$ cat config.mk
export PLATFORM = sky130hd
export DESIGN_NAME = ufbd_uart
export DESIGN_NICKNAME = d
export VERILOG_FILES = /design/src/core/ufbd_pkg.sv /design/src/core/ufbd_stream_if.sv /design/src/core/ufbd_fifo.sv /design/src/core/ufbd_uart.sv
export SDC_FILE = /design/constraint.sdc
export NUM_CORES = 1
export LEC_CHECK = 0
export BUFFER_PORTS_ARGS = -buffer_cell sky130_fd_sc_hd__buf_2
export CORE_MARGIN = 2
export CORE_UTILIZATION = 35
export CTS_CLUSTER_DIAMETER = 80
export DETAILED_ROUTE_END_ITERATION = 10
export GPL_TIMING_DRIVEN = 0
export HOLD_SLACK_MARGIN = 0.08
export PLACE_DENSITY = 0.53
export SLEW_MARGIN = 20
export SYNTH_ARGS = -nofsm -noshare
export SYNTH_HDL_FRONTEND = slang
export SYNTH_SLANG_ARGS = --single-unit
$ cat constraint.sdc
create_clock -name clk -period 6.1 [get_ports clk]
set_input_delay 0 -clock clk [delete_from_list [all_inputs] [get_ports clk]]
set_output_delay 0 -clock clk [all_outputs]
set_load 0.05 [all_outputs]
$ cat src/core/ufbd_pkg.sv
package ufbd_pkg;
    // ------------------------------------------------------------
    // Timing and frame
    // ------------------------------------------------------------
    localparam int unsigned CLK_HZ       = 250_000_000;
    localparam int unsigned BAUD_DEFAULT = 115_200;
    localparam int unsigned DATA_BITS    = 8;
    localparam int unsigned STOP_BITS    = 1;
    localparam int unsigned FIFO_DEPTH   = 32;
    localparam int unsigned BIT_CYCLES   = (CLK_HZ + BAUD_DEFAULT / 2) / BAUD_DEFAULT;
    localparam int unsigned CNT_W        = 16;
    localparam logic [2:0]  LAST_BIT     = 3'h7;
    localparam logic        LINE_IDLE    = 1'b1;
    localparam logic        START_LVL    = 1'b0;
    localparam logic        STOP_LVL     = 1'b1;

    typedef enum logic [1:0] {
        UFBD_IDLE  = 2'b00,
        UFBD_START = 2'b01,
        UFBD_DATA  = 2'b10,
        UFBD_STOP  = 2'b11
    } ufbd_state_type;
endpackage

$ cat src/core/ufbd_stream_if.sv
`timescale 1ns/10ps
`default_nettype none
interface ufbd_stream_if #(parameter int WIDTH = 8);
    logic             valid;
    logic             ready;
    logic [WIDTH-1:0] data;
    modport src (output valid, output data, input ready);
    modport snk (input valid, input data, output ready);
endinterface
`default_nettype wire

$ cat src/core/ufbd_fifo.sv
`timescale 1ns/10ps
`default_nettype none
module ufbd_fifo #(
    parameter int WIDTH = 8,
    parameter int DEPTH = 32
) (
    input  wire logic clk,
    input  wire logic sys_rst,
    ufbd_stream_if.snk wr,
    ufbd_stream_if.src rd
);
    localparam int AW = $clog2(DEPTH);

    logic [WIDTH-1:0] mem [DEPTH];
    logic [AW-1:0]    wp_q;
    logic [AW-1:0]    wp_d;
    logic [AW-1:0]    rp_q;
    logic [AW-1:0]    rp_d;
    logic [AW:0]      cnt_q;
    logic [AW:0]      cnt_d;
    logic             push;
    logic             pop;

    assign wr.ready = (cnt_q != (AW+1)'(DEPTH));
    assign rd.valid = (cnt_q != '0);
    assign rd.data  = mem[rp_q];
    assign push     = wr.valid && wr.ready;
    assign pop      = rd.valid && rd.ready;

    always_comb begin
        wp_d  = push ? AW'(wp_q + 1'b1) : wp_q;
        rp_d  = pop ? AW'(rp_q + 1'b1) : rp_q;
        cnt_d = cnt_q;
        if (push && !pop) begin
            cnt_d = (AW+1)'(cnt_q + 1'b1);
        end else if (pop && !push) begin
            cnt_d = (AW+1)'(cnt_q - 1'b1);
        end
    end

    always_ff @(posedge clk) begin
        if (sys_rst) begin
            wp_q  <= '0;
            rp_q  <= '0;
            cnt_q <= '0;
        end else begin
            wp_q  <= wp_d;
            rp_q  <= rp_d;
            cnt_q <= cnt_d;
        end
    end

    always_ff @(posedge clk) begin
        if (push) begin
            mem[wp_q] <= wr.data;
        end
    end
endmodule // ufbd_fifo
`default_nettype wire

$ cat src/core/ufbd_uart.sv
`timescale 1ns/10ps
`default_nettype none
module ufbd_uart #(
    parameter int unsigned BIT_CYCLES = ufbd_pkg::BIT_CYCLES,
    parameter int unsigned DEPTH      = ufbd_pkg::FIFO_DEPTH
) (
    input  wire logic       clk,
    input  wire logic       sys_rst,
    input  wire logic       half_duplex_mode,
    input  wire logic       flow_ctrl_mode,
    input  wire logic       rx_pin,
    output logic            tx_pin,
    input  wire logic       cts_pin,
    output logic            rts_pin,
    output logic            receiver_buffer_off,
    output logic            line_driver_on,
    input  wire logic [7:0] tx_data,
    input  wire logic       tx_valid,
    output logic            tx_ready,
    output logic [7:0]      rx_data,
    output logic            rx_valid,
    input  wire logic       rx_ready
);
    localparam logic [ufbd_pkg::CNT_W-1:0] BIT_LAST =
        ufbd_pkg::CNT_W'(BIT_CYCLES - 1);
    localparam logic [ufbd_pkg::CNT_W-1:0] HALF_LAST =
        ufbd_pkg::CNT_W'(BIT_CYCLES / 2 - 1);

    // ------------------------------------------------------------
    // Input synchronisers
    // ------------------------------------------------------------
    logic [1:0] rx_sync_q;
    logic [1:0] cts_sync_q;
    logic       rx_s;
    logic       cts_s;

    always_ff @(posedge clk) begin
        if (sys_rst) begin
            rx_sync_q  <= {2{ufbd_pkg::LINE_IDLE}};
            cts_sync_q <= 2'h3;
        end else begin
            rx_sync_q  <= {rx_sync_q[0], rx_pin};
            cts_sync_q <= {cts_sync_q[0], cts_pin};
        end
    end
    assign rx_s  = rx_sync_q[1];
    assign cts_s = cts_sync_q[1];

    // ------------------------------------------------------------
    // Transmitter
    // ------------------------------------------------------------
    ufbd_pkg::ufbd_state_type  tx_st_q, tx_st_d;
    logic [ufbd_pkg::CNT_W-1:0] tx_cnt_q, tx_cnt_d;
    logic [2:0]                 tx_bit_q, tx_bit_d;
    logic [7:0]                 tx_sh_q, tx_sh_d;
    logic                       tx_q, tx_d;
    logic                       tx_go;

    // Byte start gated by clear-to-send only at the byte boundary
    assign tx_go    = tx_valid && (!flow_ctrl_mode || !cts_s);
    assign tx_ready = (tx_st_q == ufbd_pkg::UFBD_IDLE) && tx_go;

    always_comb begin
        tx_st_d  = tx_st_q;
        tx_cnt_d = tx_cnt_q;
        tx_bit_d = tx_bit_q;
        tx_sh_d  = tx_sh_q;
        tx_d     = tx_q;
        case (tx_st_q)
            ufbd_pkg::UFBD_IDLE: begin
                tx_d = ufbd_pkg::LINE_IDLE;
                if (tx_go) begin
                    tx_sh_d  = tx_data;
                    tx_cnt_d = '0;
                    tx_d     = ufbd_pkg::START_LVL;
                    tx_st_d  = ufbd_pkg::UFBD_START;
                end
            end
            ufbd_pkg::UFBD_START, ufbd_pkg::UFBD_DATA: begin
                // Mid-byte clear-to-send is ignored
                if (tx_cnt_q == BIT_LAST) begin
                    tx_cnt_d = '0;
                    if (tx_st_q == ufbd_pkg::UFBD_START) begin
                        tx_bit_d = '0;
                        tx_d     = tx_sh_q[0];
                        tx_st_d  = ufbd_pkg::UFBD_DATA;
                    end else if (tx_bit_q == ufbd_pkg::LAST_BIT) begin
                        tx_d    = ufbd_pkg::STOP_LVL;
                        tx_st_d = ufbd_pkg::UFBD_STOP;
                    end else begin
                        tx_bit_d = 3'(tx_bit_q + 1'b1);
                        tx_sh_d  = {1'b0, tx_sh_q[7:1]};
                        tx_d     = tx_sh_q[1];
                    end
                end else begin
                    tx_cnt_d = ufbd_pkg::CNT_W'(tx_cnt_q + 1'b1);
                end
            end
            ufbd_pkg::UFBD_STOP: begin
                if (tx_cnt_q == BIT_LAST) begin
                    tx_cnt_d = '0;
                    tx_st_d  = ufbd_pkg::UFBD_IDLE;
                end else begin
                    tx_cnt_d = ufbd_pkg::CNT_W'(tx_cnt_q + 1'b1);
                end
            end
            default: begin
                tx_st_d = ufbd_pkg::UFBD_IDLE;
                tx_d    = ufbd_pkg::LINE_IDLE;
            end
        endcase
    end

    always_ff @(posedge clk) begin
        if (sys_rst) begin
            tx_st_q  <= ufbd_pkg::UFBD_IDLE;
            tx_cnt_q <= '0;
            tx_bit_q <= '0;
            tx_sh_q  <= '0;
            tx_q     <= ufbd_pkg::LINE_IDLE;
        end else begin
            tx_st_q  <= tx_st_d;
            tx_cnt_q <= tx_cnt_d;
            tx_bit_q <= tx_bit_d;
            tx_sh_q  <= tx_sh_d;
            tx_q     <= tx_d;
        end
    end
    assign tx_pin = tx_q;

    // ------------------------------------------------------------
    // Direction control
    // ------------------------------------------------------------
    logic dir_q, dir_d;

    always_comb begin
        dir_d = half_duplex_mode && (tx_st_d != ufbd_pkg::UFBD_IDLE);
    end

    always_ff @(posedge clk) begin
        if (sys_rst) begin
            dir_q <= 1'b0;
        end else begin
            dir_q <= dir_d;
        end
    end
    assign receiver_buffer_off = dir_q;
    assign line_driver_on      = dir_q;

    // ------------------------------------------------------------
    // Receiver, runs in every mode
    // ------------------------------------------------------------
    ufbd_pkg::ufbd_state_type  rx_st_q, rx_st_d;
    logic [ufbd_pkg::CNT_W-1:0] rx_cnt_q, rx_cnt_d;
    logic [2:0]                 rx_bit_q, rx_bit_d;
    logic [7:0]                 rx_sh_q, rx_sh_d;
    logic                       mv_q, mv_d;
    logic [7:0]                 mv_byte_q, mv_byte_d;

    ufbd_stream_if #(.WIDTH(8)) wr_if ();
    ufbd_stream_if #(.WIDTH(8)) rd_if ();

    always_comb begin
        rx_st_d   = rx_st_q;
        rx_cnt_d  = rx_cnt_q;
        rx_bit_d  = rx_bit_q;
        rx_sh_d   = rx_sh_q;
        mv_d      = mv_q;
        mv_byte_d = mv_byte_q;
        if (mv_q && wr_if.ready) begin
            mv_d = 1'b0;
        end
        case (rx_st_q)
            ufbd_pkg::UFBD_IDLE: begin
                rx_cnt_d = '0;
                if (rx_s == ufbd_pkg::START_LVL) begin
                    rx_st_d = ufbd_pkg::UFBD_START;
                end
            end
            ufbd_pkg::UFBD_START: begin
                if (rx_cnt_q == HALF_LAST) begin
                    rx_cnt_d = '0;
                    rx_bit_d = '0;
                    rx_st_d  = (rx_s == ufbd_pkg::START_LVL) ?
                               ufbd_pkg::UFBD_DATA : ufbd_pkg::UFBD_IDLE;
                end else begin
                    rx_cnt_d = ufbd_pkg::CNT_W'(rx_cnt_q + 1'b1);
                end
            end
            ufbd_pkg::UFBD_DATA: begin
                if (rx_cnt_q == BIT_LAST) begin
                    rx_cnt_d = '0;
                    rx_sh_d  = {rx_s, rx_sh_q[7:1]};
                    if (rx_bit_q == ufbd_pkg::LAST_BIT) begin
                        rx_st_d = ufbd_pkg::UFBD_STOP;
                    end else begin
                        rx_bit_d = 3'(rx_bit_q + 1'b1);
                    end
                end else begin
                    rx_cnt_d = ufbd_pkg::CNT_W'(rx_cnt_q + 1'b1);
                end
            end
            ufbd_pkg::UFBD_STOP: begin
                if (rx_cnt_q == BIT_LAST) begin
                    rx_st_d = ufbd_pkg::UFBD_IDLE;
                    // Framing error drops the byte
                    if (rx_s == ufbd_pkg::STOP_LVL) begin
                        mv_d      = 1'b1;
                        mv_byte_d = rx_sh_q;
                    end
                end else begin
                    rx_cnt_d = ufbd_pkg::CNT_W'(rx_cnt_q + 1'b1);
                end
            end
            default: begin
                rx_st_d = ufbd_pkg::UFBD_IDLE;
            end
        endcase
    end

    always_ff @(posedge clk) begin
        if (sys_rst) begin
            rx_st_q   <= ufbd_pkg::UFBD_IDLE;
            rx_cnt_q  <= '0;
            rx_bit_q  <= '0;
            rx_sh_q   <= '0;
            mv_q      <= 1'b0;
            mv_byte_q <= '0;
        end else begin
            rx_st_q   <= rx_st_d;
            rx_cnt_q  <= rx_cnt_d;
            rx_bit_q  <= rx_bit_d;
            rx_sh_q   <= rx_sh_d;
            mv_q      <= mv_d;
            mv_byte_q <= mv_byte_d;
        end
    end

    // ------------------------------------------------------------
    // Receive FIFO
    // ------------------------------------------------------------
    assign wr_if.valid = mv_q;
    assign wr_if.data  = mv_byte_q;
    assign rd_if.ready = rx_ready;
    assign rx_valid    = rd_if.valid;
    assign rx_data     = rd_if.data;

    ufbd_fifo #(
        .WIDTH (8),
        .DEPTH (DEPTH)
    ) u_fifo (
        .clk     (clk),
        .sys_rst (sys_rst),
        .wr      (wr_if),
        .rd      (rd_if)
    );

    // Busy while a byte is being moved in or the FIFO is full
    logic rts_q, rts_d;
    always_comb begin
        rts_d = flow_ctrl_mode && (mv_d || !wr_if.ready);
    end
    always_ff @(posedge clk) begin
        if (sys_rst) begin
            rts_q <= 1'b1;
        end else begin
            rts_q <= rts_d;
        end
    end
    assign rts_pin = rts_q;
endmodule // ufbd_uart
`default_nettype wire
* Word level (Yosys, flattened, before mapping)
Memories as Yosys holds them, arrays and structs flattened. A register that Yosys moved wholly into a read port is not among the register bits.
Cells that the tools add are included.
** Word-level totals
- Register bits :: 90
- Memory bits (writable) :: 256
- Output and inout port bits :: 14
- Logic and storage cells :: 128
- Memories :: 1
** Memories
- u_fifo.mem :: words 32, width 8, read ports 1, clocked after memory_dff 1, wr ports 1, line ufbd_fifo.sv:14 : logic [WIDTH-1:0] mem [DEPTH];
** Cells by class
- Add/subtract/negate cells :: 8
- Equal/unequal tests :: 24
- Muxes and demuxes :: 46
- Reductions and logical operators :: 31
** Operators with widths (count)
- 16-bit two-way mux :: 5
- 16-bit one-hot mux with 4 select lines :: 1
- 16-bit by 1-bit adder with 16-bit output, second input constant :: 2
- 16-bit by 12-bit equality test with 1-bit output, second input constant :: 2
- 8-bit two-way mux :: 4
- 16-bit one-hot mux with 2 select lines :: 1
- 2-bit != test, second input constant :: 12
- 2-bit two-way mux :: 11
- 16-bit by 11-bit equality test with 1-bit output, second input constant :: 1
- 8-bit one-hot mux with 2 select lines :: 1
- 3-bit two-way mux :: 5
- 6-bit two-way mux :: 2
- 5-bit by 1-bit adder with 5-bit output, second input constant :: 2
- 1-bit two-way mux :: 10
- 5-bit two-way mux :: 2
- 5-bit AND reduction :: 2
- 2-bit equality test, second input constant :: 4
- 1-bit logical AND :: 8
- 2-bit one-hot mux with 4 select lines :: 1
- 2-bit nonzero test :: 4
- 3-bit by 1-bit adder with 3-bit output, second input constant :: 2
- 6-bit by 1-bit adder with 6-bit output, second input constant :: 1
- 3-bit equality test, second input constant :: 2
- 6-bit != test, second input constant :: 1
- other kinds (14) :: 23

* Longest topological paths before layout
Gate-level depths: netlist of the first run.
- Word-level depth :: 8
- Gate-level depth with buffers :: 11
- Mapped depth without buffers :: 11

* Modules after synthesis
Synthesis of the first run repeated with hierarchy kept, for this count alone.
** Second synthesis, totals
- Cell total of the unflattened synthesis :: 1022
- Area total of the unflattened synthesis :: 14650.3 µm²
** Modules (own cells, without submodules)
- ufbd_fifo :: instances 1, cells an instance 626, area an instance 11095.6 µm², sequential area each 8107.8 µm²
- ufbd_uart :: instances 1, cells an instance 396, area an instance 3554.7 µm², sequential area each 1481.4 µm²

* Worst setup path after synthesis of the first run
No wires, ideal clock.
- Kind :: register to register
- Start :: register u_fifo.cnt_q[0]
- End :: register u_fifo.cnt_q[4]
- Data arrival time :: 2980 ps
- Slack :: 3050 ps
- Cell stages (with the launch flop) :: 12
- Buffers on the path :: 1
- Period minus slack after synthesis :: 3050 ps
- Cell sequence :: dfxtp_1 or4_1 o31a_1 clkbuf_1 ha_1 inv_1 ha_1 nor2b_1 o21a_1 o21ai_0 or3b_2 a21oi_1
** Between the ends
- Word-level cells in the longest chain between the ends :: 5
** Ends and longest elaborated chain
- start: declaration :: line ufbd_fifo.sv:19 : logic [AW:0] cnt_q;
- start signal: assignment :: line ufbd_fifo.sv:49 : cnt_q <= cnt_d;
- 6-bit != test * :: line ufbd_fifo.sv:24 : assign wr.ready = (cnt_q != (AW+1)'(DEPTH));
- 1-bit logical AND * :: line ufbd_fifo.sv:27 : assign push = wr.valid && wr.ready;
- named net u_fifo.push :: line ufbd_fifo.sv:21 : logic push;
- 1-bit logical NOT :: line ufbd_fifo.sv:36 : end else if (pop && !push) begin
- 1-bit logical AND :: line ufbd_fifo.sv:36
- 2-bit nonzero test (no line)
Mark *: on every way through the listed nets, which the timed path passes. The rest lies on a longest branch. The select of a mux whose other input is x is not followed.
A chain may end at the register's enable or synchronous reset.

==> results.md, run 1 <==
- The run finished with clean final reports.
- The number of nets with antenna violations after detailed routing is 0.
- The floorplan step defined a die boundary enclosing ~0.043 sq mm.
- The first-pass GRT wire length is between 40 and 50 mm.
- The master cell of the clock root buffer is sky130_fd_sc_hd__clkbuf_16.
- After global routing the overflow that remains totals 0.
- The proportion of netlist area held by the largest area contributor is 0.5323.
- The worst pin sits at a relative slew slack of 0.3137.
- The global-route usage over all layers is 0.1429.
- The floorplan die width is approximately 210 um.
- The worst endpoint data arrival time is 3.65 ns.
- Clock latency on the worst-skew pair, taken at its later pin, is roughly 0.54 ns.
- The maximum frequency from static timing analysis is between 200 and 300 MHz.
- Of all nets on the critical path, the largest fanout is 10.
- Entering global routing, the biggest net connects 34 pins.
- Dividing the synthesized area by the synthesized cell count gives 15.33 sq um.
- The number of antenna violations at the first check in global routing came to 0.
- The die boundary height is about 210 um.
- The final layout contains 1,067 nets.
- Of the cells placed in the final design, the portion with a size suffix greater than 1 is 0.1877.
- The met2 layer usage reported by global route is 0.2253.
- In this run, the number of DRC markers left after iteration 0 of detailed routing was a little over 500.
- Synthesis produced ~940 cells.
- The CTS tree is built.
- Yosys attributes the largest share of cell area to sky130_fd_sc_hd__edfxtp_1, sky130_fd_sc_hd__dfxtp_1, sky130_fd_sc_hd__mux4_2.
- The worst setup path is of the reg -> out kind.
- Buffers added to address setup during post-CTS repair amount to 0.
- The final weighted congestion in routability-driven placement is about 0.73.
- The number of clock buffers added by TritonCTS is 39.
- Summing all flip-flop and latch instances after layout gives approximately 0.0096 sq mm.
- The area growth from synthesis to final layout is 15.05%.
- The final standard cell utilization of the core is 0.4079.
- The mapped cell area is around 0.014 sq mm.
- Of the synthesized area, sequential elements account for 0.6640.
- The post-route cell area is between 0.015 and 0.02 sq mm.
- The fraction of registers with async set/reset is 0.
- In the global route stage, met1 resource usage came out at 0.2042.
- The core region is around 0.041 sq mm.
- Among all flip-flop cells after synthesis, the most frequent one is sky130_fd_sc_hd__edfxtp_1.
- The leakage power of the design is between 5 and 6 nW.
- The total of flip-flops plus latches after synthesis is around 350.
- Port buffering added 29 buffers.
- The most frequent cell after synthesis is sky130_fd_sc_hd__edfxtp_1.
- Before antenna repair, the detailed router went through 6 iterations.
- The total wire length is ~31 mm.
- The number of enable flip-flop cells after synthesis is 256.
- The number of library cell types mapped by synthesis is 59.
- For this run, global-route usage on met3 was measured as 0.02608.
- The worst clock skew is approximately 0.020 ns.
- The maximum clock insertion buffer count is 3.
- The critical path startpoint category is a flop.
- The final count of hold timing violations is 0.
- The min-delay analysis places its worst path in the category in -> reg.
- The count of yosys warnings during synthesis is 0.
- The initial utilization of the core area, before any placement, comes to 0.3545.
- In the routed layout, each cell is associated on average with a via count of between 4 and 5.
- The H-tree generated during clock tree synthesis spans 2 levels.
- After clock tree synthesis, the clock-pin slew on the worst setup and hold paths is ~0.060 ns.
- The max-slew violation count is 0.
- Detailed routing inserted a total of ~7,900 vias.
- The final clock period utilization by the worst path is 0.5984.
- After filler insertion, the fill cell instance count of the layout stands at 3,751.
- The hold buffer count at CTS is 14.
- The wire-length estimate of the detail-placed layout is 19.27 mm.
- The most area-hungry cell type in the Yosys netlist is sky130_fd_sc_hd__edfxtp_1.
- Dividing total power by cell area gives a power density of around 360 mW/mm^2.
- In the final routed layout, each cell accounts on average for 19.23 um.
- The busiest metal layer after global routing is met2.
- The placed instance area is between 0.015 and 0.02 sq mm.
- The clock net in this run drives a total of around 350 sinks.
- After detailed routing, the number of remaining DRC violations is 0.
- The actual transition at the worst max-transition pin is 1.026 ns.
- The number of maximum-capacitance violations is 0.
- Setup repair after global routing left no endpoint under its margin.
- The worst path required time is 6.10 ns.
- In this run, post-CTS repair resized a total of 0 instances.
- The initialized floorplan defines between 70 and 80 standard-cell rows.
- The via count of the first global-routing pass is roughly 8,100.
- By count the netlist is led by sky130_fd_sc_hd__edfxtp_1, sky130_fd_sc_hd__nor2_1, sky130_fd_sc_hd__dfxtp_1.
- The worst setup path is captured at an output pin.
- The total of endpoints with negative setup slack in the final report is 0.
- For the finished layout, the period the worst path requires is around 3.7 ns.
- The total negative slack for setup checks is 0 ns.
- Counting every net in the synthesized netlist gives 983.
- The footprint of the multi-input gates is between 0.004 and 0.005 sq mm.
- VDD sags by at most about 250 uV.
- The total inserted antenna cells is 0.
- 30 I/O pins were placed.
flip-flops by register name, summed over array words and instances (netlist names), 2 cells and up, named ones only:
register	count
cts_sync_q	2
mv_byte_q	8
rx_bit_q	3
rx_cnt_q	16
rx_sh_q	8
rx_sync_q	2
tx_bit_q	3
tx_cnt_q	16
tx_sh_q	8
tx_st_q	2
u_fifo.cnt_q	6
u_fifo.mem	256
u_fifo.rp_q	5
u_fifo.wp_q	5
path summary, 6_finish.rpt:
check / startpoint / to / slack (ns) / cells after the start
max: flop / rx_data[5] / 2.45 / 8
min reg2reg: cts_sync_q[0]$_SDFF_PP1_ / cts_sync_q[1]$_SDFF_PP1_ / 0.41 / 1
min: cts_pin / cts_sync_q[0]$_SDFF_PP1_ / 0.19 / 3
max reg2reg: u_fifo.cnt_q[0]$_SDFFE_PP0P_ / u_fifo.cnt_q[4]$_SDFFE_PP0P_ / 2.62 / 11
critical path, cell delays in order, from the launching register on:
cell and delay, ns:
sky130_fd_sc_hd__dfxtp_1 0.30, sky130_fd_sc_hd__buf_2 0.30, sky130_fd_sc_hd__clkbuf_1 0.57, sky130_fd_sc_hd__clkbuf_1 0.65, sky130_fd_sc_hd__mux4_2 0.43, sky130_fd_sc_hd__mux2i_1 0.32, sky130_fd_sc_hd__a22oi_1 0.15, sky130_fd_sc_hd__o21a_1 0.17
sky130_fd_sc_hd__buf_2 0.22
cells in the final DEF (no fill, tap or decap), types with 10 or more instances in the layout:
cell                            count
sky130_fd_sc_hd__nand4_1           15
sky130_fd_sc_hd__mux2i_1           38
sky130_fd_sc_hd__clkbuf_16         40
sky130_fd_sc_hd__xnor2_1           10
sky130_fd_sc_hd__clkbuf_1          43
sky130_fd_sc_hd__buf_2             38
sky130_fd_sc_hd__xor2_1            28
sky130_fd_sc_hd__edfxtp_1         256
sky130_fd_sc_hd__nand3_1           13
sky130_fd_sc_hd__ha_1              24
sky130_fd_sc_hd__dlygate4sd3_1     14
sky130_fd_sc_hd__nand2_1           57
sky130_fd_sc_hd__a21oi_1           27
sky130_fd_sc_hd__inv_1             19
sky130_fd_sc_hd__mux4_2            72
sky130_fd_sc_hd__dfxtp_1           87
sky130_fd_sc_hd__nor2_1           109
power breakdown:
part | switching (W) | internal [W] | leakage (nW)
sequential | 0.0000440 | 0.00258 | 3.14
combinational | 0.000646 | 0.000492 | 1.66
clock | 0.000924 | 0.00130 | 0.585
metal layers:
layer	vias to the layer above	routed length, um
met5	-	0
met3	31	1232
met1	3977	14700
met2	139	14120
li1	3746	-
met4	0	460
metrics by stage:
step	hold slack, ns	worst slack (ns)	total power [W]	instances
after detailed placement	0.1879	2.689	0.003814	1503
final	0.1889	2.450	0.005985	1587
after global routing	0.1804	2.269	0.006244	1587
after global placement	0.1866	2.710	0.003808	1503
after CTS	0.1688	2.346	0.006062	1587
after floorplan	0.1038	3.050	0.003535	942
final cells by class:
| type | count | area share |
|---|---|---|
| clock buffer | 50 | 0.06310 |
| timing repair buffer | 43 | 0.01717 |
| sequential | 351 | 0.5777 |
| multi-input combinational | 524 | 0.2756 |
| clock inverter | 20 | 0.009864 |
| inverter | 19 | 0.004292 |
| buffer | 48 | 0.01220 |
| tap | 532 | 0.04006 |
kinds of logic (layout without fill, tap and decap cells):
family | Yosys count | in the layout | share of synthesized area
buffers and inverters | 67 | 180 | 0.01897
flip-flops | 351 | 351 | 0.6640
XOR/XNOR | 38 | 38 | 0.02304
AND/OR/NAND/NOR | 262 | 262 | 0.08845
adder cells (fa/ha/maj) | 25 | 25 | 0.02218
AO/OA/AOI/OAI | 80 | 80 | 0.03777
multiplexers | 119 | 119 | 0.1456
Power figures use the tool's default switching activity.
==> run 2: changes to the inputs <==
Settings changed: ABC_AREA set to 1.
Clock period 6.1 ns to 3.5 ns, I/O delays scaled along.
==> run 2 against run 1 <==
Sequential share of layout area down 3.1 points. Worst hold slack worse by 0.019 ns. Synthesized cell count up 49%. Via count up 35%. Clock power up 85%. Count of clock-buffer cells in the layout up 1. Critical path depth up 1. Cell count up 32%. Wire length up 32%. First-iteration DRC count up 61%. Critical endpoint is now rx_data[4]. Largest power group unchanged. Highest routed layer unchanged.
==> results.md, run 2 <==
- The simple-gate share of the synthesized area is 0.1518 (+0.06332).
- The adder and majority gate portion of the synthesized area was 0.02114 (-0.001038).
- The number of vias per cell is 5.085 (+2.2%).
- The total of flip-flops plus latches after synthesis is 351 (unchanged).
- The count of input and output buffers is 29 (unchanged).
- The via count of the routed design is 10,690 (+35%).
- The number of sinks driven by the clock tree is 351 (unchanged).
- TritonCTS built the clock tree.
- Leaving out fill and tap cells, the most frequent cell in the layout is sky130_fd_sc_hd__edfxtp_1.
- The footprint of the multi-input gates came to 0.004858 sq mm (+6.1%).
- The worst endpoint data arrival time is 2.94 ns (-0.71 ns).
- The later-pin clock latency in the skew report was 0.57 ns (+0.03 ns).
- The final weighted congestion in routability-driven placement is 0.9288 (+27%).
- The die footprint is 0.04497 sq mm (+4.8%).
- The register cell area after layout is 0.009599 sq mm (unchanged).
- The DRC violation count after routing is 0 (unchanged).
- The share of the synthesized netlist area taken by xor and xnor gates is 0.005202 (-0.01784).
- The fraction of registers with async set/reset is 0 (unchanged).
- The multiplexer share of the synthesized area is 0 (-0.1456).
- The net count after synthesis is 1,442 (+47%).
- The power density over cell area is 626.6 mW/mm^2 (+74%).
- The worst path required time came to 3.50 ns (-2.60 ns).
- For this run, the leading register cell type out of synthesis is sky130_fd_sc_hd__edfxtp_1.
- In the finished design, the share of the clock period the worst path needs comes to 0.8391.
- The complex-gate fraction of the synthesized area is 0.1419 (+0.1041).
- The number of cells in the design after placement came to 2,019 (+34%).
- The number of antenna violations at the first check in global routing came to 0 (unchanged).
- For this run, the top clock speed supported by timing is 340.5 MHz.
- The maximum fanout count along the critical path came to 10 (unchanged).
- The largest net degree at the start of global routing is 34 (unchanged).
- The global-route usage over all layers came to 0.1823 (+0.03942).
- The endpoint of the worst-slack reg-to-reg timing path is u_fifo.cnt_q[4]$_SDFFE_PP0P_.
- The sequential-to-total area share from yosys stat is 0.6329 (-0.03109).
- The overall power of the completed layout was 0.01100 W (+84%).
- The number of cells traversed by the worst register-to-register path is 13 (+2).
- The core box area is 0.04289 sq mm (+5.3%).
- The number of nets in the final layout came to 1,533 (+44%).
- The effective utilization at floorplan is 0.3533 (-0.001206).
- By area, the combinational part of the netlist is dominated by simple AND/OR/NAND/NOR gates.
- Counting flops per register, the top entry is u_fifo.mem.
- The fraction of final layout cells sized beyond drive strength 1 is 0.1213 (-0.06639).
- The site row count is 76 (+2.7%).
- The smallest clock period supported by the final layout is computed as roughly 3 ns.
- The total negative slack for setup checks is 0 ns (unchanged).
- The number of flip-flops under the largest register name was 256 (unchanged).
- The average cell area after synthesis was 10.82 sq um (-29%).
- Leaving out fill and tap cells, the most frequent cells in the layout are sky130_fd_sc_hd__edfxtp_1, sky130_fd_sc_hd__nor2_1, sky130_fd_sc_hd__nand2_1.
- The total inserted antenna cells is 0 (unchanged).
- The mapped cell area was 0.01515 sq mm (+4.9%).
- The max-slew violation count is 0 (unchanged).
- The worst slew margin relative to its limit is 0.3780 (+0.06432).
- The worst hold path belongs to the class in -> reg.
- The worst register-to-register path begins at u_fifo.cnt_q[0]$_SDFFE_PP0P_.
- The number of library cell types mapped by synthesis is 47 (-20%).
- The number of maximum-capacitance violations is 0 (unchanged).
- The number of enable flip-flop cells after synthesis is 256 (unchanged).
- The path with the worst hold slack has its endpoint at rx_sync_q[0]$_SDFF_PP1_.
- The half-perimeter wire length of the detailed placement result is 27.36 mm (+42%).
- The total of endpoints with negative setup slack in the final report is 0 (unchanged).
- The path type of the worst setup path is reg -> out.
- The number of placed I/O pins came to 30 (unchanged).
- The H-tree depth reported by CTS is 2 (unchanged).
- By count the netlist is led by sky130_fd_sc_hd__edfxtp_1, sky130_fd_sc_hd__nor2_1, sky130_fd_sc_hd__nand2_1.
- The first-pass GRT wire length came to 61.82 mm (+30%).
- The largest registers in the layout are u_fifo.mem x256, rx_cnt_q x16, tx_cnt_q x16.
- The clock slew seen by the registers of the worst setup and hold paths was 0.06 ns (about the same).
- Setup repair after global routing left no endpoint under its margin.
- The critical path startpoint category is a flop.
- The maximum clock insertion buffer count came to 3 (unchanged).
- The synthesized design spends more area on one cell type than any other, namely sky130_fd_sc_hd__edfxtp_1.
- In the post-synthesis netlist, the cell with the most instances is sky130_fd_sc_hd__edfxtp_1.
- The master cell of the clock root buffer is sky130_fd_sc_hd__clkbuf_16.
- The via count of the first global-routing pass was 10,390 (+29%).
- The number of nets with antenna violations after detailed routing was 0 (unchanged).
- The total wire length is 40.35 mm (+32%).
- The wire length per cell is 19.20 um (-0.18%).
- The global route total overflow was 0 (unchanged).
- The count of yosys warnings during synthesis is 0 (unchanged).
- After synthesis, the cell types taking the most area are sky130_fd_sc_hd__edfxtp_1, sky130_fd_sc_hd__dfxtp_1, sky130_fd_sc_hd__nor2_1.
- The hold-critical path depth was 3 (unchanged).
- The total setup buffers inserted after CTS is 0 (unchanged).
- The flow ran to the end, and the final reports show no timing, DRC or antenna violations.
- The actual transition at the worst max-transition pin is 0.9295 ns (-0.09612 ns).
- The area growth from synthesis to final layout is 15.91%.
- The final standard cell utilization of the core was 0.4095 (+0.001667).
- The type of element capturing the critical path is an output pin.
- The count of non-filler cells in the finished layout is 2,102 (+32%).
- The proportion of netlist area held by the largest area contributor was 0.5073 (-0.02492).
- The total CTS buffers is 40 (+2.6%).
- The die boundary height was 212.1 um (+2.4%).
- The number of instances in the synthesized netlist is 1,401 (+49%).
- The initial DRC count is 809 (+61%).
- The worst IR drop on VDD is 595.9 uV (+130%).
- The final count of hold timing violations came to 0 (unchanged).
- The number of detailed-routing iterations run before antenna repair is 5 (-1).
- The count of filler cells inserted in the layout is 4,125 (+10%).
- The leakage power of the design is 5.525 nW (+2.4%).
- In this run the most critical hold path is launched from rx_pin.
- The floorplan die width is 212.1 um (+2.4%).
- The internal reg-to-reg setup slack is 0.74 ns (-1.88 ns).
- The worst clock skew is 0.02576 ns (+0.005572 ns).
[run 2: changes by cell type after synthesis, moves of 41 or more]
cell / before / now
sky130_fd_sc_hd__nand2_1: 57 / 173
sky130_fd_sc_hd__nor2_1: 109 / 199
sky130_fd_sc_hd__o21ai_0: 8 / 93
sky130_fd_sc_hd__mux4_2: 72 / 0
sky130_fd_sc_hd__inv_1: 19 / 83
sky130_fd_sc_hd__o21bai_1: 1 / 65
sky130_fd_sc_hd__nand3_1: 13 / 72
sky130_fd_sc_hd__o221ai_1: 0 / 41
[run 2: cells by family (layout without fill, tap and decap cells)]
family | count (synthesis) | in the layout
buf+inv | 162 | 278
simple gates | 520 | 520
fa+ha+maj | 25 | 25
flops | 351 | 351
compound gates | 334 | 334
xor+xnor | 9 | 9
[run 2: how the worst max path moves through the flow]
stage                                   endpoint  slack (ns)  cells after the start
floorplan           u_fifo.cnt_q[4]$_SDFFE_PP0P_        0.93                     14
global placement    u_fifo.cnt_q[4]$_SDFFE_PP0P_        0.84                     13
detailed placement  u_fifo.cnt_q[4]$_SDFFE_PP0P_        0.76                     13
CTS                                   rx_data[3]        0.59                      9
global route                          rx_data[4]        0.37                      9
finish                                rx_data[4]        0.56                      9
[run 2: worst max-delay path, stage by stage, from the launching register on]
cell                       delay [ns]
sky130_fd_sc_hd__dfxtp_1         0.42
sky130_fd_sc_hd__buf_2           0.30
sky130_fd_sc_hd__clkbuf_1        0.39
sky130_fd_sc_hd__o21ai_0         0.16
sky130_fd_sc_hd__o221ai_1        0.34
sky130_fd_sc_hd__nand3_1         0.22
sky130_fd_sc_hd__nand2_1         0.12
sky130_fd_sc_hd__nand2_1         0.06
sky130_fd_sc_hd__nand2_1         0.11
sky130_fd_sc_hd__buf_2           0.28
[run 2: what timing repair did]
item,in CTS,in global routing
hold buffers,16,0
hold endpoints to repair,41,0
gates resized for setup,0,0
[run 2: layout make-up]
type / instances / share of cell area
inverters: 95 / 0.02030
clock inverters: 16 / 0.009902
flip-flops and latches: 351 / 0.5466
well taps: 585 / 0.04168
multi-input cells: 888 / 0.2766
plain buffers: 67 / 0.02037
clock buffers: 51 / 0.06291
repair buffers: 49 / 0.02166
[run 2: where the power goes]
| part | internal [W] | switching (W) |
|---|---|---|
| clock | 0.00245 | 0.00169 |
| combinational | 0.000748 | 0.00159 |
| sequential | 0.00447 | 0.0000592 |
[run 2: routing by layer]
layer	vias to the layer above	wire, um	track usage	share of wire
met5	-	0	0	0
met4	0	785	0.04832	0.019
met3	60	2079	0.03131	0.052
met2	275	18610	0.2940	0.46
met1	5205	18870	0.2540	0.47
li1	5149	-	-	-
[run 2: through the flow]
step | area, sq um | worst slack [ns] | hold slack (ns)
CTS | 17560 | 0.5915 | 0.1346
global route | 17560 | 0.3690 | 0.1555
detailed placement | 16120 | 0.7594 | 0.1903
floorplan | 15150 | 0.9311 | 0.1038
finish | 17560 | 0.5631 | 0.1697
global placement | 16030 | 0.8399 | 0.1848
